==> src/rtl/csfs_defines.vh <==
// Constants of the charger safety and fault supervisor.
// Assumes one 100 MHz clock and a register port from the serial interface.
`ifndef CSFS_DEFINES_VH
`define CSFS_DEFINES_VH
`define CSFS_CLK_MHZ      100
`define CSFS_RETRY_MS     2000
`define CSFS_RETRY_CYC    (`CSFS_RETRY_MS * 1000 * `CSFS_CLK_MHZ)
`define CSFS_NOPULSE_MS   30
`define CSFS_NOPULSE_CYC  (`CSFS_NOPULSE_MS * 1000 * `CSFS_CLK_MHZ)
`define CSFS_PROBE_MS     250
`define CSFS_PROBE_CYC    (`CSFS_PROBE_MS * 1000 * `CSFS_CLK_MHZ)
`define CSFS_STATPLS_US   128
`define CSFS_STATPLS_CYC  (`CSFS_STATPLS_US * `CSFS_CLK_MHZ)
`define CSFS_RAMP_US      64
`define CSFS_RAMP_CYC     (`CSFS_RAMP_US * `CSFS_CLK_MHZ)
`define CSFS_A_STATUS     3'h0
`define CSFS_A_CONTROL    3'h1
`define CSFS_A_TARGET     3'h2
`define CSFS_A_CURRENT    3'h4
`define CSFS_A_SPECIAL    3'h5
`define CSFS_A_CEILING    3'h6
`define CSFS_RST_CONTROL  8'h30
`define CSFS_RST_TARGET   8'h0A
`define CSFS_RST_CURRENT  8'h09
`define CSFS_RST_SPECIAL  8'h02
`define CSFS_RST_CEILING  8'h40
`define CSFS_B_ENDLOW     3
`define CSFS_B_SPFLAG     4
`define CSFS_VMIN_CODE    6'h23
`define CSFS_FOLD_CODE    3'h0
`define CSFS_F_NONE       3'h0
`define CSFS_F_OVP        3'h1
`define CSFS_F_UV         3'h3
`define CSFS_F_BATOVP     3'h4
`define CSFS_F_HOT        3'h5
`define CSFS_F_NOBAT      3'h7
`define CSFS_P_READY      2'h0
`define CSFS_P_CHARGE     2'h1
`define CSFS_P_DONE       2'h2
`define CSFS_P_FAULT      2'h3
`endif

==> src/rtl/csfs_supervisor.v <==
// Supervisory fault and safety logic of the charger.
// Assumes comparator levels from the analog core and a decoded register port.
`timescale 1ns/1ps
`default_nettype none
`include "csfs_defines.vh"
module csfs_supervisor #(
  parameter integer RETRY_CYC   = `CSFS_RETRY_CYC,
  parameter integer NOPULSE_CYC = `CSFS_NOPULSE_CYC,
  parameter integer PROBE_CYC   = `CSFS_PROBE_CYC,
  parameter integer STATPLS_CYC = `CSFS_STATPLS_CYC,
  parameter integer RAMP_CYC    = `CSFS_RAMP_CYC
) (
  input  wire       MCLK,
  input  wire       RESET_N,
  input  wire       REG_WR,
  input  wire       REG_RD,
  input  wire [2:0] REG_ADDR,
  input  wire [7:0] REG_WDATA,
  output reg  [7:0] REG_RDATA,
  input  wire       VBUS_LOW,
  input  wire       VBUS_SLEEP,
  input  wire       VBUS_OVP,
  input  wire       VBUS_OVP_CLR,
  input  wire       VBAT_SHORT,
  input  wire       VBAT_RCH_OK,
  input  wire       VBAT_ABOVE_TGT,
  input  wire       DIE_FOLD,
  input  wire       DIE_HOT,
  input  wire       VBUS_AT_SP,
  input  wire       IN_LIM_HIT,
  input  wire       TERM_DET,
  input  wire       VBUS_VALID,
  input  wire       PWM_PULSE,
  output reg        CHG_EN,
  output reg        INPUT_SW_EN,
  output reg        SLEEP_BLOCK,
  output reg        LINEAR_SRC_EN,
  output reg        PROBE_SINK_EN,
  output reg  [2:0] CUR_CODE,
  output reg  [5:0] VOLT_CODE,
  output reg        STAT_O,
  output reg        STAT_OE
);

  localparam [2:0] S_CHG   = 3'b000;
  localparam [2:0] S_UV    = 3'b001;
  localparam [2:0] S_RETRY = 3'b010;
  localparam [2:0] S_OVP   = 3'b011;
  localparam [2:0] S_BOVP  = 3'b100;
  localparam [2:0] S_PROBE = 3'b101;
  localparam [2:0] S_DONE  = 3'b110;

  // Ceiling on the target voltage code
  function [5:0] clamp_volt;
    input [5:0] req;
    input [3:0] ceil;
    reg   [5:0] top;
    begin
      top        = `CSFS_VMIN_CODE + {2'b00, ceil};
      clamp_volt = (req > top) ? top : req;
    end
  endfunction

  // Ceiling on the charge current code
  function [2:0] clamp_cur;
    input [2:0] req;
    input [2:0] ceil;
    begin
      clamp_cur = (req > ceil) ? ceil : req;
    end
  endfunction

  // Cycle limit reached
  function at_lim;
    input [31:0] cnt;
    input integer lim;
    begin
      at_lim = (cnt >= lim - 1);
    end
  endfunction

  wire [11:0] ain = {VBUS_LOW, VBUS_SLEEP, VBUS_OVP, VBUS_OVP_CLR, VBAT_SHORT, VBAT_RCH_OK,
                     VBAT_ABOVE_TGT, DIE_FOLD, DIE_HOT, VBUS_AT_SP, IN_LIM_HIT, TERM_DET};
  reg  [11:0] s1_q;
  reg  [11:0] s2_q;
  reg  [11:0] s3_q;
  reg  [11:0] flt_q;

  always @(posedge MCLK or negedge RESET_N) begin
    if (!RESET_N) begin
      s1_q  <= 12'h000;
      s2_q  <= 12'h000;
      s3_q  <= 12'h000;
      flt_q <= 12'h000;
    end else begin
      s1_q  <= ain;
      s2_q  <= s1_q;
      s3_q  <= s2_q;
      flt_q <= (s2_q & s3_q) | (flt_q & (s2_q | s3_q));
    end
  end

  wire vbus_low  = flt_q[11];
  wire vbus_slp  = flt_q[10];
  wire vbus_ovp  = flt_q[9];
  wire ovp_clr   = flt_q[8];
  wire vbat_shrt = flt_q[7];
  wire rch_ok    = flt_q[6];
  wire above_tgt = flt_q[5];
  wire die_fold  = flt_q[4];
  wire die_hot   = flt_q[3];
  wire at_sp     = flt_q[2];
  wire lim_hit   = flt_q[1];
  wire term_det  = flt_q[0];

  reg  [2:0]  st_q;
  reg  [2:0]  st_d;
  reg  [31:0] tmr_q;
  reg         tmr_clr;
  reg  [2:0]  fault_q;
  reg  [1:0]  phase_q;
  reg  [1:0]  phase_d;
  reg         code_wr;
  reg  [2:0]  code_val;
  reg         pls_go;
  reg         dflt;
  reg  [31:0] pls_q;
  reg         hot_prev_q;
  reg         shrt_prev_q;
  reg  [7:0]  r1_q;
  reg  [7:0]  r2_q;
  reg  [7:0]  r4_q;
  reg  [7:0]  r5_q;
  reg  [7:0]  r6_q;
  reg         safe_open_q;
  reg  [2:0]  ramp_q;
  reg  [31:0] rdiv_q;
  reg         sp_flag_q;

  wire end_low = r1_q[`CSFS_B_ENDLOW];
  wire sleep   = !vbus_low && vbus_slp;
  wire run     = (st_q == S_CHG) && !die_hot && !sleep;

  always @* begin
    st_d     = st_q;
    phase_d  = phase_q;
    tmr_clr  = 1'b0;
    code_wr  = 1'b0;
    code_val = fault_q;
    pls_go   = 1'b0;
    dflt     = 1'b0;
    if (die_hot) begin
      if (!hot_prev_q) begin
        code_wr  = 1'b1;
        code_val = `CSFS_F_HOT;
        pls_go   = 1'b1;
      end
    end else if (vbus_ovp && st_q != S_OVP) begin
      st_d     = S_OVP;
      phase_d  = `CSFS_P_FAULT;
      code_wr  = 1'b1;
      code_val = `CSFS_F_OVP;
      pls_go   = 1'b1;
    end else begin
      case (st_q)
        S_CHG: begin
          if (vbus_low) begin
            st_d     = S_UV;
            phase_d  = `CSFS_P_FAULT;
            code_wr  = 1'b1;
            code_val = `CSFS_F_UV;
            pls_go   = 1'b1;
          end else if (!end_low && above_tgt && at_lim(tmr_q, NOPULSE_CYC)) begin
            st_d     = S_BOVP;
            phase_d  = `CSFS_P_FAULT;
            code_wr  = 1'b1;
            code_val = `CSFS_F_BATOVP;
            pls_go   = 1'b1;
          end else if (end_low && term_det && !sleep) begin
            st_d    = S_PROBE;
            phase_d = `CSFS_P_DONE;
            tmr_clr = 1'b1;
          end else begin
            tmr_clr = PWM_PULSE || !above_tgt;
          end
        end
        S_UV: begin
          if (!vbus_low) begin
            st_d    = S_RETRY;
            tmr_clr = 1'b1;
          end
        end
        S_RETRY: begin
          if (at_lim(tmr_q, RETRY_CYC)) begin
            st_d    = S_CHG;
            phase_d = `CSFS_P_CHARGE;
            tmr_clr = 1'b1;
          end
        end
        S_OVP: begin
          if (ovp_clr && VBUS_VALID) begin
            st_d    = S_CHG;
            phase_d = `CSFS_P_CHARGE;
            tmr_clr = 1'b1;
          end
        end
        S_BOVP: begin
          if (!above_tgt) begin
            st_d    = S_CHG;
            phase_d = `CSFS_P_CHARGE;
            tmr_clr = 1'b1;
          end
        end
        S_PROBE: begin
          if (at_lim(tmr_q, PROBE_CYC)) begin
            tmr_clr = 1'b1;
            code_wr = 1'b1;
            if (rch_ok) begin
              st_d     = S_DONE;
              code_val = `CSFS_F_NONE;
            end else begin
              st_d     = S_RETRY;
              phase_d  = `CSFS_P_FAULT;
              code_val = `CSFS_F_NOBAT;
              pls_go   = 1'b1;
              dflt     = 1'b1;
            end
          end
        end
        S_DONE: begin
          if (!rch_ok) begin
            st_d    = S_CHG;
            phase_d = `CSFS_P_CHARGE;
            tmr_clr = 1'b1;
          end
        end
        default: begin
          st_d    = S_CHG;
          tmr_clr = 1'b1;
        end
      endcase
    end
  end

  always @(posedge MCLK or negedge RESET_N) begin
    if (!RESET_N) begin
      st_q        <= S_CHG;
      phase_q     <= `CSFS_P_CHARGE;
      fault_q     <= `CSFS_F_NONE;
      tmr_q       <= 32'h0000_0000;
      pls_q       <= 32'h0000_0000;
      hot_prev_q  <= 1'b0;
      shrt_prev_q <= 1'b0;
      STAT_O      <= 1'b0;
      STAT_OE     <= 1'b0;
    end else begin
      st_q        <= st_d;
      phase_q     <= phase_d;
      hot_prev_q  <= die_hot;
      shrt_prev_q <= vbat_shrt;
      STAT_O      <= 1'b0;
      if (tmr_clr) begin
        tmr_q <= 32'h0000_0000;
      end else if (!die_hot) begin
        tmr_q <= tmr_q + 32'h0000_0001;
      end
      if (code_wr) begin
        fault_q <= code_val;
      end
      if (pls_go) begin
        pls_q   <= STATPLS_CYC - 1;
        STAT_OE <= 1'b1;
      end else if (pls_q != 32'h0000_0000) begin
        pls_q <= pls_q - 32'h0000_0001;
      end else begin
        STAT_OE <= 1'b0;
      end
    end
  end

  always @(posedge MCLK or negedge RESET_N) begin
    if (!RESET_N) begin
      r1_q        <= `CSFS_RST_CONTROL;
      r2_q        <= `CSFS_RST_TARGET;
      r4_q        <= `CSFS_RST_CURRENT;
      r5_q        <= `CSFS_RST_SPECIAL;
      r6_q        <= `CSFS_RST_CEILING;
      safe_open_q <= 1'b1;
      REG_RDATA   <= 8'h00;
    end else begin
      if (REG_WR) begin
        case (REG_ADDR)
          `CSFS_A_CONTROL: r1_q <= REG_WDATA;
          `CSFS_A_TARGET:  r2_q <= {clamp_volt(REG_WDATA[7:2], r6_q[3:0]), REG_WDATA[1:0]};
          `CSFS_A_CURRENT: r4_q <= {REG_WDATA[7], clamp_cur(REG_WDATA[6:4], r6_q[6:4]),
                                    REG_WDATA[3:0]};
          `CSFS_A_SPECIAL: r5_q <= {REG_WDATA[7:5], 1'b0, REG_WDATA[3:0]};
          `CSFS_A_CEILING: if (safe_open_q) r6_q <= REG_WDATA;
          default: ;
        endcase
      end
      if (dflt) begin
        r1_q <= `CSFS_RST_CONTROL;
        r2_q <= `CSFS_RST_TARGET;
        r4_q <= `CSFS_RST_CURRENT;
        r5_q <= `CSFS_RST_SPECIAL;
      end
      if (shrt_prev_q && !vbat_shrt) begin
        r6_q        <= `CSFS_RST_CEILING;
        safe_open_q <= 1'b1;
      end else if (vbat_shrt) begin
        safe_open_q <= 1'b1;
      end else if (REG_WR && REG_ADDR != `CSFS_A_CEILING) begin
        safe_open_q <= 1'b0;
      end
      if (REG_RD) begin
        case (REG_ADDR)
          `CSFS_A_STATUS:  REG_RDATA <= {2'b00, phase_q, 1'b0, fault_q};
          `CSFS_A_CONTROL: REG_RDATA <= r1_q;
          `CSFS_A_TARGET:  REG_RDATA <= r2_q;
          `CSFS_A_CURRENT: REG_RDATA <= r4_q;
          `CSFS_A_SPECIAL: REG_RDATA <= {r5_q[7:5], sp_flag_q, r5_q[3:0]};
          `CSFS_A_CEILING: REG_RDATA <= r6_q;
          default:         REG_RDATA <= 8'h00;
        endcase
      end
    end
  end

  always @(posedge MCLK or negedge RESET_N) begin
    if (!RESET_N) begin
      ramp_q        <= 3'h0;
      rdiv_q        <= 32'h0000_0000;
      sp_flag_q     <= 1'b0;
      CHG_EN        <= 1'b0;
      INPUT_SW_EN   <= 1'b0;
      SLEEP_BLOCK   <= 1'b0;
      LINEAR_SRC_EN <= 1'b0;
      PROBE_SINK_EN <= 1'b0;
      CUR_CODE      <= 3'h0;
      VOLT_CODE     <= 6'h00;
    end else begin
      if (st_q != S_CHG) begin
        ramp_q <= 3'h0;
        rdiv_q <= 32'h0000_0000;
      end else if (run) begin
        if (at_lim(rdiv_q, RAMP_CYC)) begin
          rdiv_q <= 32'h0000_0000;
          if (!at_sp && !lim_hit && ramp_q < r4_q[6:4]) begin
            ramp_q <= ramp_q + 3'h1;
          end
        end else begin
          rdiv_q <= rdiv_q + 32'h0000_0001;
        end
        if (ramp_q > r4_q[6:4]) begin
          ramp_q <= r4_q[6:4];
        end
      end
      sp_flag_q     <= run && at_sp;
      CHG_EN        <= run && !vbat_shrt;
      LINEAR_SRC_EN <= run && vbat_shrt;
      INPUT_SW_EN   <= (st_q != S_OVP) && !vbus_ovp;
      SLEEP_BLOCK   <= sleep;
      PROBE_SINK_EN <= (st_q == S_PROBE) && !die_hot;
      CUR_CODE      <= die_fold ? `CSFS_FOLD_CODE : ramp_q;
      VOLT_CODE     <= r2_q[7:2];
    end
  end

endmodule // csfs_supervisor
`default_nettype wire

==> config.mk <==
export PLATFORM = sky130hd
export DESIGN_NAME = csfs_supervisor
export DESIGN_NICKNAME = d
export VERILOG_FILES = /design/src/rtl/csfs_supervisor.v
export VERILOG_INCLUDE_DIRS = /design/src /design/src/rtl
export SDC_FILE = /design/constraint.sdc
export NUM_CORES = 1
export LEC_CHECK = 0
export BUFFER_PORTS_ARGS = -buffer_cell sky130_fd_sc_hd__clkbuf_2
export CAP_MARGIN = 25
export CORE_AREA = 2 2 134 136
export DETAILED_ROUTE_END_ITERATION = 6
export DIE_AREA = 0 0 136 138
export PLACE_DENSITY_LB_ADDON = 0.2
export SYNTH_ARGS = -nofsm -noshare
export SYNTH_HDL_FRONTEND = slang
export SYNTH_SLANG_ARGS = --single-unit
==> constraint.sdc <==
create_clock -name MCLK -period 3.2 [get_ports MCLK]
set_input_delay 0.16 -clock MCLK [delete_from_list [all_inputs] [get_ports MCLK]]
set_output_delay 0.16 -clock MCLK [all_outputs]
set_load 0.005 [all_outputs]
==> metrics.cfg, run 1 <==
[status]
outcome=complete, no violations

[clock_tree]
htree_levels=1
cts_sinks=221
cts_root_buffer=clkbuf_16
numCtsBuffers=24
clk_path_buf_depth=3
insertion_delay_ns=0.51
cts_resized=0
path_clk_slew_ns=0.06
cts_tree=done

[floorplanning]
boundaryPins=53
fp.dieH_um=138
rows=49
initial_utilization_pct=58.5
dieArea_um2=18800
die_x_um=136
core_area_um2=17500

[critical_path]
r2r_end=pls_q[1]
r2r.worst_path.cells=7
reg2reg_from=tmr_q[15]
ff2ff_setup_slack_ns=0.56
end_kind=flip-flop
start_kind=flip-flop
crit_fanout=11
worstPathRequired_ns=3.56
worstPathArrival_ns=3.00
path_class=reg2reg

[pwr]
leakagePower_nw=5.24
cellPowerDensity_nw_per_um2=622
ir_worst_vdd_uv=439

[placed_design]
port-buffer-count=51
dp_hpwl_um=14100
dp_slack_ns=0.575
dp_cells=1245
place.gp.congestion=0.842

[finish]
diodes=0
synthToLayoutAreaGrowth_pct=14.5
final_common_cell=dfrtp_1
fin_util_pct=67.0
instances_no_fill=1310
final_nets=1109
layout_common_cells=dfrtp_1 (211), nor2_1 (131), nand2_1 (105)
drive_gt1_share_pct=13.7

[global_route]
antenna_found_initial=0
grt-ovfl-total=0
grt_pass1_vias=7439
grt_first_pass_wirelength_um=37300
grt_use_total_pct=24.1
grt_start_max_net_pins=102

[sta]
setup_slack_ns=0.561
period_needed_ns=2.64
worst_slew_pin_slew_ns=0.825
fmax_ghz=0.379
fin_tns_setup_ns=0
relSlewSlack_pct=44.6
timing.hold.ws_ns=0.0667
period_share_pct=82.5
skew_ns=0.00964
finalMaxSlewViolations=0
setup_violations=0
final_hold_viol_count=0
grt_setup_unrepaired=false

[yosys]
syn_area_um2=10300
synthArstFlopShare_pct=100
yosys_warnings=0
post_synth_inst_count=994
synth_ff_type=dfrtp_1
synth_nets=1039
synth-seq-area-share_pct=54.0
synth_edf_count=0
ys_types=77
synth_seq_cells=221
syn_avg_cell_area_um2=10.3

[worst_hold_path]
worst_hold_path_type=in2reg
hold_end=REG_RDATA[0]
hp-start=REG_RD
hold-path-cell-count=2

[route]
post_drt_wl_per_cell_um=16.5
drc=0
wl_um=21600
num_vias=7510
drtAntennaViolNets=0
drt_iter0_drc=696
via_per_inst=5.73
firstDrtPassIters=7

[job]
drv_cap=0

[worst max path at each step]
stage          endpoint  slack [ns]       from  cells after the start
6_report       pls_q[1]        0.56  tmr_q[15]                      7
3_5_place_dp   pls_q[1]        0.57  tmr_q[15]                      7
2_1_floorplan   st_q[0]        0.92  tmr_q[31]                      7
4_1_cts        pls_q[1]        0.54  tmr_q[15]                      7
3_3_place_gp   pls_q[1]        0.61  tmr_q[30]                      7
5_1_grt        pls_q[1]        0.38  tmr_q[15]                      7
[cell usage after synthesis, types with 12 or more instances]
| master | number | share of area, % |
|---|---|---|
| dfrtp_1 | 211 | 51 |
| nor2_1 | 131 | 4.8 |
| nand2_1 | 105 | 3.8 |
| o21ai_0 | 44 | 2.1 |
| a21oi_1 | 40 | 2.0 |
| nand3_1 | 39 | 1.9 |
| xnor2_1 | 30 | 2.6 |
| xor2_1 | 30 | 2.6 |
| mux2i_1 | 29 | 2.8 |
| clkbuf_1 | 28 | 1.0 |
| inv_1 | 25 | 0.91 |
| and2_1 | 24 | 1.5 |
| nor2b_1 | 17 | 1.0 |
| ha_1 | 16 | 2.0 |
| maj3_1 | 12 | 1.2 |
| nor4_1 | 12 | 0.73 |
[layout make-up]
type	count	area, um^2
Inverter	25	93.8
Tap cell	229	287
Clock buffer	31	678
Sequential cell	221	5540
Multi-Input combinational cell	704	4420
Timing Repair Buffer	88	598
Fill cell	1396	5790
Clock inverter	12	125
[per-stage QoR]
step,instance area [um^2],power [mW]
detailed placement,10700,4.55
global route,11700,7.72
finish,11700,7.31
global placement,10700,4.52
CTS,11700,7.38
floorplan,10300,4.17
[state kept, by name, indices dropped and copies added (netlist names), 2 cells and up]
signal	flops
r6_q	8
CUR_CODE	3
ramp_q	3
s1_q	12
st_q	3
r5_q	7
pls_q	32
r1_q	8
tmr_q	32
r2_q	8
REG_RDATA	8
VOLT_CODE	6
fault_q	3
phase_q	2
r4_q	8
s3_q	12
flt_q	12
rdiv_q	32
s2_q	12
[cells by family after synthesis]
family	count (synthesis)	synth area share (%)
other cells	1	0.0365
simple gates	426	20.9
fa+ha+maj	28	3.12
flops	221	54.0
mux	38	4.07
compound gates	151	9.78
xor+xnor	60	5.12
buf+inv	69	2.95
[per-layer routing]
metal,wire [um],global-route usage [%],vias up
li1,-,-,3600
met1,9910,35.7,3695
met4,252,4.93,0
met2,10300,38.0,193
met3,1170,4.07,22
met5,0,0,-
[repair_timing]
item,4_1_cts,5_1_grt
endpoints found under the hold margin,125,0
buffers inserted,0,0
hold buffers,22,0
[power breakdown]
group	switching [mW]	internal, mW	leakage (nW)
Sequential	0.245	3.07	2.78
Clock	1.10	1.66	0.396
Combinational	0.720	0.509	2.07
Total	2.07	5.25	5.24
[worst max-delay path, cell delays in order, from the launching register on]
cell and delay (ns):
dfrtp_1 0.47, or4_1 0.58, a211oi_2 0.25, o211ai_1 0.18, nand3_1 0.27, or2_2 0.18
a32o_1 0.40, o21ai_0 0.16
No activity file was read; power rests on OpenSTA's default activity.
==> inputs of run 2 (changes only) <==
--- a/config.mk
+++ b/config.mk
@@ -8,9 +8,9 @@
 export LEC_CHECK = 0
 export BUFFER_PORTS_ARGS = -buffer_cell sky130_fd_sc_hd__clkbuf_2
 export CAP_MARGIN = 25
-export CORE_AREA = 2 2 134 136
+export CORE_AREA = 2 2 140 142
 export DETAILED_ROUTE_END_ITERATION = 6
-export DIE_AREA = 0 0 136 138
+export DIE_AREA = 0 0 142 144
 export PLACE_DENSITY_LB_ADDON = 0.2
 export SYNTH_ARGS = -nofsm -noshare
 export SYNTH_HDL_FRONTEND = slang
==> constraint.sdc (replaced) <==
create_clock -name MCLK -period 2.2 [get_ports MCLK]
set_input_delay 0.11 -clock MCLK [delete_from_list [all_inputs] [get_ports MCLK]]
set_output_delay 0.11 -clock MCLK [all_outputs]
set_load 0.005 [all_outputs]
==> metrics.cfg, run 2 (synthesis results as in run 1) <==
[status]
violations=negative setup slack
outcome=finished with violations

[sta]
setup_violations=84
finalMaxSlewViolations=0
setup_slack_ns=-0.279
timing.hold.ws_ns=0.0863
final_hold_viol_count=0
relSlewSlack_pct=50.4
skew_ns=0.0199
period_needed_ns=2.48
worst_slew_pin_slew_ns=0.742
fmax_ghz=0.403
grt_setup_unrepaired=true
period_share_pct=113

[route]
drtAntennaViolNets=0
via_per_inst=5.50
drt_iter0_drc=483
post_drt_wl_per_cell_um=16.6
firstDrtPassIters=5
wl_um=24300
num_vias=8059
drc=0

[critical_path]
path_common_cell=buf_6
worstPathRequired_ns=2.61
end_kind=flip-flop
cp_slowest_cell=or4_4
worstPathArrival_ns=2.89
start_kind=flip-flop
max_stage_delay_ns=0.49
ff2ff_setup_slack_ns=-0.28
path_class=reg2reg
critPathTopFamily=simple AND/OR/NAND/NOR gates
crit_fanout=5
worstPathCellList=buf_6 > or4_4 > nor4_4 > a21oi_2 > nor3_2 > nand2b_4 > a32oi_4 > buf_6 > a21o_1
crit_buf_inv=2

[floorplanning]
die_x_um=142
boundaryPins=53
core_area_um2=19100
fp.dieH_um=144
dieArea_um2=20400
initial_utilization_pct=53.8
rows=51

[pwr]
cellPowerDensity_nw_per_um2=854
leakagePower_nw=6.13
ir_worst_vdd_uv=921
power_mw=11.6

[finish]
ff_latch_area_um2=5540
fin_area_um2=13600
synthToLayoutAreaGrowth_pct=32.2
final_common_cell=dfrtp_1
layout_common_cells=dfrtp_1 (210), buf_4 (136), nor2_1 (119)
multiInputGateArea_um2=4890
top_regs=pls_q (32), rdiv_q (32), tmr_q (32)
drive_gt1_share_pct=30.5
final_nets=1255
fill_cells=1362
instances_no_fill=1466
diodes=0

[clock_tree]
numCtsBuffers=24
cts_sinks=221
htree_levels=1
cts_tree=done
clk_path_buf_depth=3
insertion_delay_ns=0.53
cts_root_buffer=clkbuf_16
path_clk_slew_ns=0.06

[placed_design]
port-buffer-count=51
dp_hpwl_um=15800
post_dp_cell_area_um2=11700
dp_cells=1368
place.gp.congestion=0.862

[job]
drv_cap=0

[worst_hold_path]
worst_hold_path_type=in2reg

[global_route]
grt_start_max_net_pins=67
grt_pass1_vias=7865
antenna_found_initial=0
grt_use_total_pct=23.4
grt_first_pass_wirelength_um=38800
grt-ovfl-total=0

run 2: cell count changes in the layout (fill, tap and decap cells not counted), moves of 9 or more:
cell and change:
nand2_1 -13, buf_6 +11, o21ai_0 -9, nor2_1 -12
buf_4 +121, buf_12 +9, nand2_2 +12, nor2_4 +9
run 2: cell type report:
cell class	count	area share [%]
clock buffer	28	4.61
clock inverter	16	1.44
inverter	25	0.691
multi-input combinational	704	36.1
sequential	221	40.8
tap	238	2.19
timing repair buffer	234	14.2
run 2: final timing paths:
path                              from  cells past startpoint           end
min in group asynchronous      RESET_N                      2     tmr_q[11]
setup reg to reg             tmr_q[22]                      9       STAT_OE
hold / removal             REG_ADDR[0]                      4  REG_RDATA[5]
hold reg to reg               s1_q[11]                      0      s2_q[11]
setup / recovery             tmr_q[22]                      9       STAT_OE
max in group asynchronous      RESET_N                      3       r2_q[3]
run 2: power breakdown:
| group | internal [mW] | leakage, nW | total, mW | switching, mW |
|---|---|---|---|---|
| Sequential | 4.47 | 2.78 | 4.73 | 0.256 |
| Combinational | 1.29 | 2.96 | 2.74 | 1.44 |
| Clock | 2.43 | 0.390 | 4.12 | 1.70 |
run 2: stage by stage:
stage / utilization (%) / setup slack [ns] / TNS [ns]
6_report: 71.1 / -0.279 / -15.48
5_1_grt: 71.1 / -0.352 / -24.31
4_1_cts: 67.9 / -0.268 / -13.58
3_5_place_dp: 61.2 / -0.290 / -19.41
3_3_place_gp: 61.2 / -0.244 / -15.25
2_1_floorplan: - / -0.0834 / -0.214
run 2: what timing repair did:
item / CTS / global route
resized for setup: 27 / 94
hold endpoints to repair: 187 / 0
pin swaps: 17 / 45
hold buffers: 23 / 0
setup endpoints to repair: 100 / 97
cloned: 0 / 6
setup buffers: 13 / 12
run 2: layer usage:
metal	global-route usage, %	vias to the layer above	wire, um	part of all wire, %
li1	-	3884	-	-
met1	32.5	3957	10900	45
met2	38.7	176	11900	49
met3	3.38	42	958	3.9
met4	6.63	0	533	2.2
met5	0	-	0	0
run 2: worst reg2reg max path, delay by kind of cell (launching register included):
kind | cells | cell delay [ns]
and+or+nand+nor | 4 | 1.17
AOI/OAI and AO/OA | 3 | 0.46
DFF | 1 | 0.40
buffers and inverters | 2 | 0.34
==> inputs of run 3 (changes only) <==
--- a/config.mk
+++ b/config.mk
@@ -11,7 +11,7 @@
 export CORE_AREA = 2 2 140 142
 export DETAILED_ROUTE_END_ITERATION = 6
 export DIE_AREA = 0 0 142 144
-export PLACE_DENSITY_LB_ADDON = 0.2
+export PLACE_DENSITY = 0.87
 export SYNTH_ARGS = -nofsm -noshare
 export SYNTH_HDL_FRONTEND = slang
 export SYNTH_SLANG_ARGS = --single-unit
==> metrics.cfg, run 3 (synthesis results as in run 1) <==
[status]
outcome=finished with violations
violations=negative setup slack

[sta]
period_needed_ns=2.65
fmax_ghz=0.378
setup_violations=94
skew_ns=0.0202
final_hold_viol_count=0
grt_setup_unrepaired=true
worst_slew_pin_slew_ns=0.767
period_share_pct=120
relSlewSlack_pct=48.8
finalMaxSlewViolations=0
setup_slack_ns=-0.448

[finish]
drive_gt1_share_pct=28.9
instances_no_fill=1434
layout_common_cells=dfrtp_1 (207), nor2_1 (111), buf_4 (107)
final_common_cell=dfrtp_1
diodes=0
synthToLayoutAreaGrowth_pct=29.6
fin_area_um2=13300
final_nets=1225
top_regs=pls_q (32), rdiv_q (32), tmr_q (32)

[critical_path]
crit_start=tmr_q[28]
r2r.worst_path.cells=8
ff2ff_setup_slack_ns=-0.45
crit_fanout=3
cp-endpoint=st_q[0]
end_kind=flip-flop
r2r_end=st_q[0]
cp_slowest_cell=or4_4
start_kind=flip-flop
path_class=reg2reg
worstPathRequired_ns=2.60
worstPathCellList=or4_4 > buf_4 > a2111oi_0 > nand2_1 > a21oi_2 > a311oi_2 > o211a_1 > mux2_4
reg2reg_from=tmr_q[28]
max_stage_delay_ns=0.59
worstPathArrival_ns=3.05

[pwr]
cellPowerDensity_nw_per_um2=864
leakagePower_nw=5.92
ir_worst_vdd_uv=630

[job]
drv_cap=0

[floorplanning]
initial_utilization_pct=53.8
die_x_um=142
boundaryPins=53
fp.dieH_um=144
dieArea_um2=20400
rows=51
core_area_um2=19100

[clock_tree]
cts_tree=done
clk_path_buf_depth=3
cts_root_buffer=clkbuf_16
cts_sinks=221
htree_levels=1
numCtsBuffers=23
path_clk_slew_ns=0.07
insertion_delay_ns=0.52

[route]
drtAntennaViolNets=0
num_vias=8833
wl_um=28300
drt_iter0_drc=937
firstDrtPassIters=7
via_per_inst=6.16
post_drt_wl_per_cell_um=19.7
drc=0

[placed_design]
dp_cells=1342
place.gp.congestion=0.909
post_dp_cell_area_um2=11500
port-buffer-count=51
dp_hpwl_um=16200

[global_route]
grt_use_total_pct=25.3
antenna_found_initial=0
grt_pass1_vias=8481
grt_first_pass_wirelength_um=41600
grt-ovfl-total=0
grt_start_max_net_pins=70

[worst_hold_path]
worst_hold_path_type=in2async

## run 3: cell types whose count changed in the layout (fill, tap and decap cells not counted), moves of 5 or more
cell	previous run	this run
nor2_2	3	8
nand2_2	12	1
nor2_1	119	111
nand2_1	92	104
a21oi_1	35	18
buf_4	136	107
a21oi_2	6	19
## run 3: per-stage QoR
| step | hold WS, ns | TNS (ns) | setup slack [ns] | total power, mW | util, % |
|---|---|---|---|---|---|
| finish | 0.140 | -17.15 | -0.448 | 11.5 | 69.7 |
| global placement | 0.0985 | -3.84 | -0.110 | 6.86 | 60.3 |
| detailed placement | 0.0966 | -6.89 | -0.159 | 6.97 | 60.3 |
| floorplan | -0.186 | -0.214 | -0.0834 | 6.06 | - |
| global route | 0.180 | -23.01 | -0.534 | 11.9 | 69.7 |
| CTS | 0.157 | -6.62 | -0.172 | 11.1 | 67.0 |
## run 3: worst min path at each step
stage                              end  slack, ns  depth (start not counted)
after detailed placement     tmr_q[12]        0.1                          1
after CTS                    tmr_q[12]       0.16                          2
after floorplan                 CHG_EN      -0.19                          0
final                        tmr_q[12]       0.14                          2
after global placement       tmr_q[11]        0.1                          1
after global routing      REG_RDATA[5]       0.18                          4
## run 3: power by group
| part | switching (mW) | internal [mW] | leakage (nW) |
|---|---|---|---|
| Combinational | 1.49 | 1.22 | 2.78 |
| Clock | 1.65 | 2.31 | 0.371 |
| Sequential | 0.347 | 4.47 | 2.78 |
| Total | 3.49 | 8.00 | 5.92 |
## run 3: critical path: cells and delay by family (launching register included)
| kind | cells | cell delay [ns] |
|---|---|---|
| buffers and inverters | 1 | 0.17 |
| muxes | 1 | 0.30 |
| DFF | 1 | 0.39 |
| AOI/OAI and AO/OA | 4 | 0.92 |
| and+or+nand+nor | 2 | 0.74 |
## run 3: area by class of cell
type / instances / area (um^2)
fillers: 1147 / 5780
flip-flops and latches: 221 / 5550
multi-input cells: 704 / 4900
repair buffers: 205 / 1700
clock buffers: 31 / 646
well taps: 238 / 298
clock inverters: 10 / 120
inverters: 25 / 93.8
## run 3: what timing repair did
item / in CTS / in global routing
endpoints found under the setup margin: 80 / 110
pin swaps: 17 / 45
cloned: 3 / 4
gates resized for setup: 36 / 97
hold endpoints to repair: 104 / 0
hold buffers: 23 / 0
setup buffers: 9 / 14
## run 3: metal layers
metal  GRT usage, %  up-vias  share of wire (%)
li1               -     3831                  -
met1           31.7     4307                 38
met2           42.9      542                 49
met3           4.60      153                7.7
met4           11.6        0                5.1
met5              0        -                  0
